<file path="config.mk">
export PLATFORM = sky130hd
export DESIGN_NAME = mcsp_clkctrl
export DESIGN_NICKNAME = d
export VERILOG_FILES = /design/src/mcsp_pkg.sv /design/src/mcsp_clkctrl.sv /design/src/mcsp_osc_gate.sv
export SDC_FILE = /design/constraint.sdc
export NUM_CORES = 1
export LEC_CHECK = 0
export BUFFER_PORTS_ARGS = -buffer_cell sky130_fd_sc_hd__buf_2
export CORE_MARGIN = 3
export CORE_UTILIZATION = 50
export CTS_CLUSTER_DIAMETER = 60
export DETAILED_ROUTE_END_ITERATION = 8
export GPL_TIMING_DRIVEN = 0
export MAX_ROUTING_LAYER = met4
export PLACE_DENSITY = 0.8
export SLEW_MARGIN = 20
export SYNTH_ARGS = -nofsm -noshare
export SYNTH_HDL_FRONTEND = slang
export SYNTH_SLANG_ARGS = --single-unit
</file>
<file path="constraint.sdc">
create_clock -name clk_sys -period 2.7 [get_ports clk_sys]
set_clock_uncertainty 0.15 [all_clocks]
set_input_delay 0.135 -clock clk_sys [delete_from_list [all_inputs] [get_ports clk_sys]]
set_output_delay 0.135 -clock clk_sys [all_outputs]
set_load 0.05 [all_outputs]
</file>
<file path="src/mcsp_pkg.sv">
// How it works
// Clock out bit drives system clock pin
// Pin quiet in sleep unless clock used
// Source select codes: fast, ULP, external
// Prescaler codes map to fixed divisors
// Divisor changes apply on the fly
// Prescaler off passes main clock undivided
// Reset: fast oscillator, divide by six
// Freeze blocks control and active calibration writes
// Freeze register locked until hardware reset
// Freeze bit loaded from fuse at reset
// External clock started flag reads one
// Stable flags only while oscillator requested
// Switching flag until new source stable
// Force bit keeps oscillator running always
// No oscillator output without a request
// Gate opens four cycles, force skips analog; the external clock gate opens after two
// Fast trim loaded from fuse select
// Fuse calibration lock blocks trim writes
// All but status need change unlock
// Software unlocks then writes within four
// Write without unlock leaves register unchanged
// Software keeps peripheral clock within limits
// Reserved bits read zero, ignore writes
`default_nettype none
package mcsp_pkg;

  localparam logic [4:0] IDX_SRC   = 5'h00;
  localparam logic [4:0] IDX_PRE   = 5'h01;
  localparam logic [4:0] IDX_LOCK  = 5'h02;
  localparam logic [4:0] IDX_STAT  = 5'h03;
  localparam logic [4:0] IDX_FCTL  = 5'h10;
  localparam logic [4:0] IDX_FTRIM = 5'h11;
  localparam logic [4:0] IDX_FTCO  = 5'h12;
  localparam logic [4:0] IDX_UCTL  = 5'h18;

  localparam int unsigned SYS_CLOCK_OUT_ENABLE_BIT = 7;
  localparam int unsigned PEN_BIT    = 0;
  localparam int unsigned PRESCALER_DIVISION_LSB   = 1;
  localparam int unsigned FORCE_BIT  = 1;

  localparam logic [7:0] RST_SRC = 8'h00;
  localparam logic [7:0] RST_PRE = 8'h11;
  localparam logic [7:0] RST_OSC = 8'h00;

  localparam int unsigned GATE_OSC_CYC = 4;
  localparam int unsigned GATE_EXT_CYC = 2;

  typedef enum logic [1:0] {
    SRC_FAST = 2'h0,
    SRC_ULP  = 2'h1,
    SRC_RSVD = 2'h2,
    SRC_EXT  = 2'h3
  } mcsp_src_t;

  typedef struct packed {
    logic       ext_clock_started;
    logic       rsvd6;
    logic       ulp_osc_stable;
    logic       fast_osc_stable;
    logic [2:0] rsvd3;
    logic       source_switching;
  } mcsp_status_t;

  function automatic logic [6:0] mcsp_div(input logic [3:0] code);
    case (code)
      4'h0:    mcsp_div = 7'h02;
      4'h1:    mcsp_div = 7'h04;
      4'h2:    mcsp_div = 7'h08;
      4'h3:    mcsp_div = 7'h10;
      4'h4:    mcsp_div = 7'h20;
      4'h5:    mcsp_div = 7'h40;
      4'h8:    mcsp_div = 7'h06;
      4'h9:    mcsp_div = 7'h0A;
      4'hA:    mcsp_div = 7'h0C;
      4'hB:    mcsp_div = 7'h18;
      4'hC:    mcsp_div = 7'h30;
      default: mcsp_div = 7'h02;
    endcase
  endfunction

endpackage
`default_nettype wire
</file>
<file path="src/mcsp_clkctrl.sv">
// Our own choice: register access over APB.
`timescale 1ns/1ps
`default_nettype none
module mcsp_clkctrl (
  input  wire logic        clk_sys,
  input  wire logic        rst_n,
  input  wire logic        psel,
  input  wire logic        penable,
  input  wire logic        pwrite,
  input  wire logic [7:0]  paddr,
  input  wire logic [31:0] pwdata,
  output logic [31:0]      prdata,
  output logic             pready,
  output logic             pslverr,
  input  wire logic        ccp_unlock,
  input  wire logic        fuse_calib_freeze,
  input  wire logic        fuse_freq_select,
  input  wire logic [5:0]  fuse_trim_16,
  input  wire logic [5:0]  fuse_trim_20,
  input  wire logic [3:0]  fuse_tempco_16,
  input  wire logic [3:0]  fuse_tempco_20,
  input  wire logic        fast_osc_tick,
  input  wire logic        ulp_osc_tick,
  input  wire logic        ext_clk_tick,
  input  wire logic        fast_osc_analog_ok,
  input  wire logic        ulp_osc_analog_ok,
  input  wire logic        periph_req_fast,
  input  wire logic        periph_req_ulp,
  input  wire logic        periph_req_ext,
  input  wire logic        sleep_active,
  input  wire logic        periph_uses_sysclk,
  output logic             main_clk_en,
  output logic             per_clk_en,
  output logic             clk_out_pin,
  output logic             fast_osc_run,
  output logic             ulp_osc_run,
  output logic [5:0]       fast_osc_trim,
  output logic [3:0]       fast_osc_tempco_trim
);

  // Register state
  logic                sys_clock_out_enable_r;
  mcsp_pkg::mcsp_src_t tgt_r;
  mcsp_pkg::mcsp_src_t sel_r;
  logic                pen_r;
  logic [3:0]          prescaler_division_r;
  logic                freeze_r;
  logic                fast_force_r;
  logic                ulp_force_r;
  logic [5:0]          trim_r;
  logic [3:0]          tco_r;
  logic                calfrz_r;
  logic [31:0]         prdata_r;

  // Clock path state
  logic [6:0]          pre_cnt_r;
  logic [6:0]          pre_cnt_nxt;
  logic                main_en_r;
  logic                per_en_r;
  logic                clk_out_r;

  // Bus decode
  logic [4:0]          idx;
  logic                aligned;
  logic                sel_src;
  logic                sel_pre;
  logic                sel_lock;
  logic                sel_stat;
  logic                sel_fctl;
  logic                sel_ftrim;
  logic                sel_ftco;
  logic                sel_uctl;
  logic                addr_hit;
  logic                setup_ph;
  logic                wr_en;
  logic                wr_ok;
  logic                trim_block;
  logic                we_src;
  logic                we_pre;
  logic                we_lock;
  logic                we_fctl;
  logic                we_ftrim;
  logic                we_ftco;
  logic                we_uctl;
  logic [1:0]          new_src;
  logic                new_src_ok;
  logic [7:0]          rd_byte;

  // Oscillator side
  logic [2:0]          osc_tick;
  logic [2:0]          osc_ok;
  logic [2:0]          osc_keep;
  logic [2:0]          periph_req;
  logic [2:0]          sel_oh;
  logic [2:0]          tgt_oh;
  logic [2:0]          req;
  logic [2:0]          gate_stable;
  logic [2:0]          gate_en;
  logic                switching;
  logic                tgt_ready;
  logic                main_tick;
  logic [6:0]          div_eff;
  logic                pre_wrap;
  logic                out_allow;
  mcsp_pkg::mcsp_status_t status;

  assign idx       = paddr[6:2];
  assign aligned   = (paddr[1:0] == 2'h0) & ~paddr[7];
  assign sel_src   = aligned & (idx == mcsp_pkg::IDX_SRC);
  assign sel_pre   = aligned & (idx == mcsp_pkg::IDX_PRE);
  assign sel_lock  = aligned & (idx == mcsp_pkg::IDX_LOCK);
  assign sel_stat  = aligned & (idx == mcsp_pkg::IDX_STAT);
  assign sel_fctl  = aligned & (idx == mcsp_pkg::IDX_FCTL);
  assign sel_ftrim = aligned & (idx == mcsp_pkg::IDX_FTRIM);
  assign sel_ftco  = aligned & (idx == mcsp_pkg::IDX_FTCO);
  assign sel_uctl  = aligned & (idx == mcsp_pkg::IDX_UCTL);
  assign addr_hit  = sel_src | sel_pre | sel_lock | sel_stat
                   | sel_fctl | sel_ftrim | sel_ftco | sel_uctl;

  assign setup_ph = psel & ~penable;
  assign wr_en    = psel & penable & pwrite;
  assign pready   = 1'b1;
  assign pslverr  = psel & penable & ~addr_hit;

  // Unlock window comes from the change protection logic
  assign wr_ok = wr_en & ccp_unlock;

  // Frozen main clock also freezes the active fast oscillator trims
  assign trim_block = calfrz_r
                    | (freeze_r & (sel_r == mcsp_pkg::SRC_FAST));
  assign we_src   = wr_ok & sel_src & ~freeze_r;
  assign we_pre   = wr_ok & sel_pre & ~freeze_r;
  assign we_lock  = wr_ok & sel_lock & ~freeze_r;
  assign we_fctl  = wr_ok & sel_fctl;
  assign we_ftrim = wr_ok & sel_ftrim & ~trim_block;
  assign we_ftco  = wr_ok & sel_ftco & ~trim_block;
  assign we_uctl  = wr_ok & sel_uctl;

  assign new_src    = pwdata[1:0];
  assign new_src_ok = (new_src != mcsp_pkg::SRC_RSVD);

  always_ff @(posedge clk_sys) begin
    if (!rst_n) begin
      sys_clock_out_enable_r <= mcsp_pkg::RST_SRC[mcsp_pkg::SYS_CLOCK_OUT_ENABLE_BIT];
      tgt_r    <= mcsp_pkg::mcsp_src_t'(mcsp_pkg::RST_SRC[1:0]);
      pen_r    <= mcsp_pkg::RST_PRE[mcsp_pkg::PEN_BIT];
      prescaler_division_r   <= mcsp_pkg::RST_PRE[4:1];
    end else begin
      if (we_src) begin
        sys_clock_out_enable_r <= pwdata[mcsp_pkg::SYS_CLOCK_OUT_ENABLE_BIT];
      end
      if (we_src && new_src_ok) begin
        tgt_r <= mcsp_pkg::mcsp_src_t'(new_src);
      end
      if (we_pre) begin
        pen_r  <= pwdata[mcsp_pkg::PEN_BIT];
        prescaler_division_r <= pwdata[mcsp_pkg::PRESCALER_DIVISION_LSB +: 4];
      end
    end
  end

  always_ff @(posedge clk_sys) begin
    if (!rst_n) begin
      freeze_r <= fuse_calib_freeze;
      calfrz_r <= fuse_calib_freeze;
    end else if (we_lock && pwdata[0]) begin
      freeze_r <= 1'b1;
    end
  end

  always_ff @(posedge clk_sys) begin
    if (!rst_n) begin
      fast_force_r <= mcsp_pkg::RST_OSC[mcsp_pkg::FORCE_BIT];
      ulp_force_r  <= mcsp_pkg::RST_OSC[mcsp_pkg::FORCE_BIT];
      trim_r <= fuse_freq_select ? fuse_trim_20 : fuse_trim_16;
      tco_r  <= fuse_freq_select ? fuse_tempco_20 : fuse_tempco_16;
    end else begin
      if (we_fctl) begin
        fast_force_r <= pwdata[mcsp_pkg::FORCE_BIT];
      end
      if (we_uctl) begin
        ulp_force_r <= pwdata[mcsp_pkg::FORCE_BIT];
      end
      if (we_ftrim) begin
        trim_r <= pwdata[5:0];
      end
      if (we_ftco) begin
        tco_r <= pwdata[3:0];
      end
    end
  end

  // Oscillator requests; index 0 fast, 1 ULP, 2 external
  assign osc_tick   = {ext_clk_tick, ulp_osc_tick, fast_osc_tick};
  assign osc_ok     = {1'b1, ulp_osc_analog_ok, fast_osc_analog_ok};
  assign osc_keep   = {1'b0, ulp_force_r, fast_force_r};
  assign periph_req = {periph_req_ext, periph_req_ulp, periph_req_fast};
  assign sel_oh     = {sel_r == mcsp_pkg::SRC_EXT,
                       sel_r == mcsp_pkg::SRC_ULP,
                       sel_r == mcsp_pkg::SRC_FAST};
  assign tgt_oh     = {tgt_r == mcsp_pkg::SRC_EXT,
                       tgt_r == mcsp_pkg::SRC_ULP,
                       tgt_r == mcsp_pkg::SRC_FAST};

  for (genvar i = 0; i < 3; i++) begin : g_osc
    assign req[i] = sel_oh[i] | tgt_oh[i] | periph_req[i];
    mcsp_osc_gate #(
      .GATE_CYC (i == 2 ? mcsp_pkg::GATE_EXT_CYC : mcsp_pkg::GATE_OSC_CYC)
    ) u_gate (
      .clk_sys   (clk_sys),
      .rst_n     (rst_n),
      .req       (req[i]),
      .keep_on   (osc_keep[i]),
      .analog_ok (osc_ok[i]),
      .osc_tick  (osc_tick[i]),
      .stable    (gate_stable[i]),
      .clk_en    (gate_en[i])
    );
  end

  assign fast_osc_run = req[0] | fast_force_r;
  assign ulp_osc_run  = req[1] | ulp_force_r;

  // Source switch completes only once the new source is stable
  assign switching = (tgt_r != sel_r);
  assign tgt_ready = |(tgt_oh & gate_stable);

  always_ff @(posedge clk_sys) begin
    if (!rst_n) begin
      sel_r <= mcsp_pkg::mcsp_src_t'(mcsp_pkg::RST_SRC[1:0]);
    end else if (switching && tgt_ready) begin
      sel_r <= tgt_r;
    end
  end

  // Prescaler counts main clock ticks
  assign main_tick   = |(sel_oh & gate_en);
  assign div_eff     = pen_r ? mcsp_pkg::mcsp_div(prescaler_division_r) : 7'h01;
  assign pre_wrap    = (pre_cnt_r >= div_eff - 7'h01);
  assign pre_cnt_nxt = !main_tick ? pre_cnt_r
                     : (pre_wrap ? 7'h00 : pre_cnt_r + 7'h01);
  assign out_allow   = ~sleep_active | periph_uses_sysclk;

  always_ff @(posedge clk_sys) begin
    if (!rst_n) begin
      pre_cnt_r <= 7'h00;
      main_en_r <= 1'b0;
      per_en_r  <= 1'b0;
      clk_out_r <= 1'b0;
    end else begin
      pre_cnt_r <= pre_cnt_nxt;
      main_en_r <= main_tick;
      per_en_r  <= main_tick & pre_wrap;
      clk_out_r <= main_tick & sys_clock_out_enable_r & out_allow;
    end
  end

  assign main_clk_en          = main_en_r;
  assign per_clk_en           = per_en_r;
  assign clk_out_pin          = clk_out_r;
  assign fast_osc_trim        = trim_r;
  assign fast_osc_tempco_trim = tco_r;

  // Status; gate stable already drops without a request
  assign status.ext_clock_started = gate_stable[2];
  assign status.rsvd6             = 1'b0;
  assign status.ulp_osc_stable    = gate_stable[1];
  assign status.fast_osc_stable   = gate_stable[0];
  assign status.rsvd3             = 3'h0;
  assign status.source_switching  = switching;

  // Read mux; reserved bits come back as zero
  assign rd_byte =
      sel_src   ? {sys_clock_out_enable_r, 5'h00, tgt_r}
    : sel_pre   ? {3'h0, prescaler_division_r, pen_r}
    : sel_lock  ? {7'h00, freeze_r}
    : sel_stat  ? status
    : sel_fctl  ? {6'h00, fast_force_r, 1'b0}
    : sel_ftrim ? {2'h0, trim_r}
    : sel_ftco  ? {calfrz_r, 3'h0, tco_r}
    : sel_uctl  ? {6'h00, ulp_force_r, 1'b0}
    : 8'h00;

  always_ff @(posedge clk_sys) begin
    if (!rst_n) begin
      prdata_r <= 32'h0000_0000;
    end else if (setup_ph) begin
      prdata_r <= {24'h000000, rd_byte};
    end
  end

  assign prdata = prdata_r;
endmodule
`default_nettype wire

</file>
<file path="src/mcsp_osc_gate.sv">
`timescale 1ns/1ps
`default_nettype none
module mcsp_osc_gate #(
  parameter int unsigned GATE_CYC = mcsp_pkg::GATE_OSC_CYC
) (
  input  wire logic clk_sys,
  input  wire logic rst_n,
  input  wire logic req,
  input  wire logic keep_on,
  input  wire logic analog_ok,
  input  wire logic osc_tick,
  output logic      stable,
  output logic      clk_en
);
  localparam int unsigned CW = $clog2(GATE_CYC + 1);

  logic [CW-1:0] cnt_r;
  logic [CW-1:0] cnt_nxt;
  logic          stable_r;
  logic          stable_nxt;
  logic          counting;

  // Kept-on oscillator needs no analog start-up wait
  assign counting   = req & (analog_ok | keep_on) & osc_tick & ~stable_r;
  assign cnt_nxt    = !req ? '0 : (counting ? cnt_r + 1'b1 : cnt_r);
  assign stable_nxt = req & (stable_r | (cnt_nxt == CW'(GATE_CYC)));

  always_ff @(posedge clk_sys) begin
    if (!rst_n) begin
      cnt_r    <= '0;
      stable_r <= 1'b0;
    end else begin
      cnt_r    <= cnt_nxt;
      stable_r <= stable_nxt;
    end
  end

  assign stable = stable_r;
  assign clk_en = stable_r & osc_tick;
endmodule
`default_nettype wire

</file>
==> impl_results.html <==
<table>
<tr><th>Metric</th><th>Value</th></tr>
<tr><th colspan="2">Status</th></tr>
<tr><td>Outcome</td><td>finished clean</td></tr>
<tr><th colspan="2">Floorplanning</th></tr>
<tr><td>Overall die area</td><td>8200 um^2</td></tr>
<tr><td>Chip Width</td><td>90.5 um</td></tr>
<tr><td>Ports</td><td>127</td></tr>
<tr><td>Initial Util</td><td>0.520</td></tr>
<tr><td>Standard-cell rows</td><td>30</td></tr>
<tr><td>Height of the die</td><td>90.5 um</td></tr>
<tr><td>Core Box Area</td><td>6870 um^2</td></tr>
<tr><th colspan="2">Pwr</th></tr>
<tr><td>Static leakage power</td><td>1.91 nW</td></tr>
<tr><td>Power per cell area</td><td>476 nW/um^2</td></tr>
<tr><td>Maximum vdd drop</td><td>0.000263 V</td></tr>
<tr><th colspan="2">Setup path</th></tr>
<tr><td>CP most frequent cell</td><td>sky130_fd_sc_hd__nand4_1</td></tr>
<tr><td>Number of cells traversed by the worst register-to-register path</td><td>12</td></tr>
<tr><td>Slowest-stage cell, CP</td><td>sky130_fd_sc_hd__dfxtp_1</td></tr>
<tr><td>Sequence of cells on the critical path</td><td>nor3_2 -&gt; nand2b_1 -&gt; nor2_1 -&gt; xor2_1 -&gt; nand2_1 -&gt; ha_1 -&gt; nand4_1 -&gt; nor2_2 -&gt; a211oi_4 -&gt; buf_4 -&gt; nand4_1 -&gt; o311ai_2</td></tr>
<tr><td>Worst R2R Setup Slack</td><td>220 ps</td></tr>
<tr><td>CP Launch Type</td><td>flop</td></tr>
<tr><td>Required time reported for the critical path endpoint</td><td>2790 ps</td></tr>
<tr><td>Kind of critical path</td><td>reg2reg</td></tr>
<tr><td>Worst endpoint data arrival time</td><td>2580 ps</td></tr>
<tr><td>R2r endpoint</td><td>pre_cnt_r[2]$_SDFFE_PN0N_</td></tr>
<tr><td>Number of buffers and inverters on the critical path</td><td>1</td></tr>
<tr><td>CP Capture Type</td><td>flop</td></tr>
<tr><td>Worst path top cell family by delay</td><td>simple AND/OR/NAND/NOR gates</td></tr>
<tr><td>Worst-path fanout max</td><td>4</td></tr>
<tr><td>Critical path's largest stage delay</td><td>350 ps</td></tr>
<tr><th colspan="2">Finish</th></tr>
<tr><td>Final #Nets</td><td>622</td></tr>
<tr><td>Antenna diode count</td><td>0</td></tr>
<tr><td>Total non-filler cell area in the finished layout</td><td>4440 um^2</td></tr>
<tr><td>Layout overhead on the synthesized area</td><td>24.2%</td></tr>
<tr><td>Fraction of layout cells with a size suffix above 1</td><td>0.271</td></tr>
<tr><th colspan="2">Clock network</th></tr>
<tr><td>Insertion delay to the later sink of the worst-skew pair</td><td>340 ps</td></tr>
<tr><td>TritonCTS Buffers</td><td>9</td></tr>
<tr><td>CTS tree</td><td>built</td></tr>
<tr><td>Bufs on Longest Clock Path</td><td>2</td></tr>
<tr><td>Clock Pin Slew Worst Setup and Hold Paths</td><td>70 ps</td></tr>
<tr><td>H-tree levels</td><td>3</td></tr>
<tr><td>Root buf cell</td><td>sky130_fd_sc_hd__clkbuf_8</td></tr>
<tr><td>Num Clock Sinks</td><td>58</td></tr>
<tr><th colspan="2">Run</th></tr>
<tr><td>Number of maximum-capacitance constraint violations</td><td>0</td></tr>
<tr><th colspan="2">Synth</th></tr>
<tr><td>Proportion of synthesized chip area in sequential cells</td><td>0.359</td></tr>
<tr><td>Post-synthesis async set-or-reset flop share</td><td>0</td></tr>
<tr><td>Syn Inst Count</td><td>417</td></tr>
<tr><td>Synth cell types</td><td>66</td></tr>
<tr><td>Warnings from Yosys</td><td>0</td></tr>
<tr><td>Post-Syn Area per Cell</td><td>8.57 um^2</td></tr>
<tr><td>Top_reg_cell synth</td><td>sky130_fd_sc_hd__dfxtp_1</td></tr>
<tr><td>Total of flip-flops plus latches after synthesis</td><td>58</td></tr>
<tr><td>Post-Synthesis Cell Area</td><td>3570 um^2</td></tr>
<tr><td>Number of flops mapped to enable cells by yosys</td><td>12</td></tr>
<tr><th colspan="2">Place</th></tr>
<tr><td>Post-DP Area</td><td>4150 um^2</td></tr>
<tr><td>Post-detail-place hpwl</td><td>6880 um</td></tr>
<tr><td>Port-buffer cells</td><td>73</td></tr>
<tr><td>Routability-driven placement congestion ratio</td><td>0.895</td></tr>
<tr><th colspan="2">Min path</th></tr>
<tr><td>Worst Hold Depth</td><td>3</td></tr>
<tr><td>Worst Hold End</td><td>fast_osc_trim[5]$_DFFE_PP_</td></tr>
<tr><td>Path category of the worst min-delay check</td><td>in2reg</td></tr>
<tr><td>HP Start</td><td>fuse_trim_16[5]</td></tr>
<tr><th colspan="2">Timing</th></tr>
<tr><td>Transition at the pin with the smallest max-transition slack</td><td>854 ps</td></tr>
<tr><td>Crit share post-route</td><td>0.919</td></tr>
<tr><td>Count of final setup violators</td><td>0</td></tr>
<tr><td>Final number of max-transition violations</td><td>0</td></tr>
<tr><td>Upper clock frequency limit</td><td>0.403 GHz</td></tr>
<tr><td>Minimum period implied by the final worst setup slack</td><td>2480 ps</td></tr>
<tr><td>Remaining max-slew budget at the tightest pin</td><td>0.426</td></tr>
<tr><td>Final worst hold slack</td><td>11.8 ps</td></tr>
<tr><td>Setup repair after global routing missed its margin</td><td>no</td></tr>
<tr><td>Final Hold Vio Count</td><td>0</td></tr>
<tr><th colspan="2">Global routing</th></tr>
<tr><td>Number of antenna violations at the first check in global routing</td><td>0</td></tr>
<tr><td>Vias in the first global route</td><td>3278</td></tr>
<tr><td>Total grt overflow</td><td>0</td></tr>
<tr><td>Pin count of the biggest net entering global routing</td><td>11</td></tr>
<tr><td>Tot GR Track Use</td><td>0.237</td></tr>
<tr><td>Global-route wire length before repair</td><td>15400 um</td></tr>
<tr><th colspan="2">Routing</th></tr>
<tr><td>Detailed-route vias per instance</td><td>5.37</td></tr>
<tr><td>Overall via count from detail_route</td><td>3409</td></tr>
<tr><td>Routed Wire Length</td><td>9300 um</td></tr>
<tr><td>DRC violation count after routing</td><td>0</td></tr>
<tr><td>Initial DRC Count</td><td>201</td></tr>
<tr><td>Pre-Repair DR Iteration Count</td><td>5</td></tr>
<tr><td>Antenna-violating nets left</td><td>0</td></tr>
<tr><td>Average routed wire per standard cell</td><td>14.6 um</td></tr>
</table>
metrics by stage:
step,utilization,power (mW),setup slack (ps),instances,TNS [ps]
6_report,0.646,2.11,218,635,0
5_1_grt,0.646,2.20,44.0,635,0
4_1_cts,0.645,2.12,95.6,635,0
3_5_place_dp,0.604,1.32,-16.4,610,-40.3
3_3_place_gp,0.604,1.31,47.3,610,0
2_1_floorplan,-,1.22,275,441,0
worst min-delay path, cell delays in order:
cell                      delay [ps]
sky130_fd_sc_hd__buf_2            80
sky130_fd_sc_hd__mux2i_1          50
sky130_fd_sc_hd__o21ai_0         130
what timing repair did:
item,in CTS,in global routing
resized for setup,0,2
buffers inserted,2,0
setup endpoints to repair,3,6
hold buffers,7,0
pin swaps,1,0
endpoints found under the hold margin,10,0
report_power, final:
part           internal (mW)  total (mW)  switching [mW]
clock network          0.435       0.800           0.365
registers              0.911       0.928          0.0167
logic                  0.118       0.386           0.268
total                   1.46        2.11           0.649
metal layers:
layer | up-vias | share of wire | global-route usage | wire [um]
li1 | 1678 | - | - | -
met1 | 1576 | 0.44 | 0.298 | 4110
met2 | 141 | 0.47 | 0.390 | 4400
met3 | 14 | 0.071 | 0.0458 | 656
met4 | 0 | 0.014 | 0.0676 | 134
met5 | - | 0 | - | 0
how the worst max path moves through the flow:
stage | to | depth (start not counted) | startpoint
2_1_floorplan | pre_cnt_r[3]$_SDFFE_PN0N_ | 11 | flop
3_3_place_gp | pre_cnt_r[5]$_SDFFE_PN0N_ | 11 | flop
3_5_place_dp | pre_cnt_r[3]$_SDFFE_PN0N_ | 11 | flop
4_1_cts | pre_cnt_r[4]$_SDFFE_PN0N_ | 12 | flop
5_1_grt | pre_cnt_r[2]$_SDFFE_PN0N_ | 12 | flop
6_report | pre_cnt_r[2]$_SDFFE_PN0N_ | 12 | flop
Yosys cell counts (2+ instances only):
master / number / share of area
sky130_fd_sc_hd__a211oi_1: 6 / 0.013
sky130_fd_sc_hd__a21oi_1: 24 / 0.034
sky130_fd_sc_hd__a221o_1: 2 / 0.0056
sky130_fd_sc_hd__a22oi_1: 2 / 0.0042
sky130_fd_sc_hd__a31oi_1: 8 / 0.014
sky130_fd_sc_hd__a32oi_1: 4 / 0.0098
sky130_fd_sc_hd__and2_1: 4 / 0.0070
sky130_fd_sc_hd__and4_1: 2 / 0.0049
sky130_fd_sc_hd__buf_1: 3 / 0.0032
sky130_fd_sc_hd__buf_2: 3 / 0.0042
sky130_fd_sc_hd__buf_4: 30 / 0.063
sky130_fd_sc_hd__buf_6: 2 / 0.0063
sky130_fd_sc_hd__clkbuf_1: 7 / 0.0074
sky130_fd_sc_hd__conb_1: 2 / 0.0021
sky130_fd_sc_hd__dfxtp_1: 46 / 0.26
sky130_fd_sc_hd__edfxtp_1: 12 / 0.10
sky130_fd_sc_hd__ha_1: 10 / 0.035
sky130_fd_sc_hd__inv_1: 10 / 0.011
sky130_fd_sc_hd__mux2i_1: 20 / 0.056
sky130_fd_sc_hd__nand2_1: 45 / 0.047
sky130_fd_sc_hd__nand2b_1: 8 / 0.014
sky130_fd_sc_hd__nand3_1: 15 / 0.021
sky130_fd_sc_hd__nand3_4: 2 / 0.0098
sky130_fd_sc_hd__nand3b_1: 5 / 0.011
sky130_fd_sc_hd__nand4_1: 9 / 0.016
sky130_fd_sc_hd__nor2_1: 45 / 0.047
sky130_fd_sc_hd__nor2b_1: 5 / 0.0088
sky130_fd_sc_hd__nor3_1: 6 / 0.0084
sky130_fd_sc_hd__nor3b_1: 2 / 0.0042
sky130_fd_sc_hd__nor4b_1: 2 / 0.0049
sky130_fd_sc_hd__o211ai_1: 2 / 0.0042
sky130_fd_sc_hd__o21a_1: 2 / 0.0042
sky130_fd_sc_hd__o21ai_0: 19 / 0.027
sky130_fd_sc_hd__o31ai_1: 6 / 0.013
sky130_fd_sc_hd__or2_2: 4 / 0.0070
sky130_fd_sc_hd__or3_1: 2 / 0.0035
sky130_fd_sc_hd__or4_1: 2 / 0.0042
sky130_fd_sc_hd__xnor2_1: 7 / 0.017
sky130_fd_sc_hd__xor2_1: 5 / 0.012
cells by family after synthesis:
kind of cell / share of synthesized area
AO/OA/AOI/OAI: 0.161
XOR/XNOR: 0.0294
adder cells (fa/ha/maj): 0.0350
buffers and inverters: 0.100
flip-flops: 0.359
multiplexers: 0.0592
other: 0.00210
AND/OR/NAND/NOR: 0.255
layout make-up:
type	instances	area, um^2
plain buffers	47	320
fillers	620	2430
well taps	96	120
clock buffers	12	176
clock inverters	4	21.3
multi-input cells	326	2030
repair buffers	82	450
inverters	10	37.5
flip-flops and latches	58	1280
cells in the final DEF, fill, tap and decap left out, types with 5 or more instances in the layout:
cell                             n
sky130_fd_sc_hd__a31oi_1         8
sky130_fd_sc_hd__o31ai_1         6
sky130_fd_sc_hd__a211oi_1        6
sky130_fd_sc_hd__conb_1         26
sky130_fd_sc_hd__ha_1           10
sky130_fd_sc_hd__nand4_1         9
sky130_fd_sc_hd__o21ai_0        19
sky130_fd_sc_hd__nand2_1        45
sky130_fd_sc_hd__xnor2_1         7
sky130_fd_sc_hd__inv_1          10
sky130_fd_sc_hd__buf_4          32
sky130_fd_sc_hd__nand2b_1        8
sky130_fd_sc_hd__xor2_1          5
sky130_fd_sc_hd__buf_2          76
sky130_fd_sc_hd__clkbuf_1        7
sky130_fd_sc_hd__nand3_1        15
sky130_fd_sc_hd__edfxtp_1       12
sky130_fd_sc_hd__nand3b_1        5
sky130_fd_sc_hd__dfxtp_1        46
sky130_fd_sc_hd__nor2_1         44
sky130_fd_sc_hd__a21oi_1        24
sky130_fd_sc_hd__mux2i_1        20
sky130_fd_sc_hd__nor2b_1         5
sky130_fd_sc_hd__nor3_1          5
sky130_fd_sc_hd__clkbuf_8       11
sky130_fd_sc_hd__dlygate4sd3_1   7
Power figures use the tool's default switching activity.
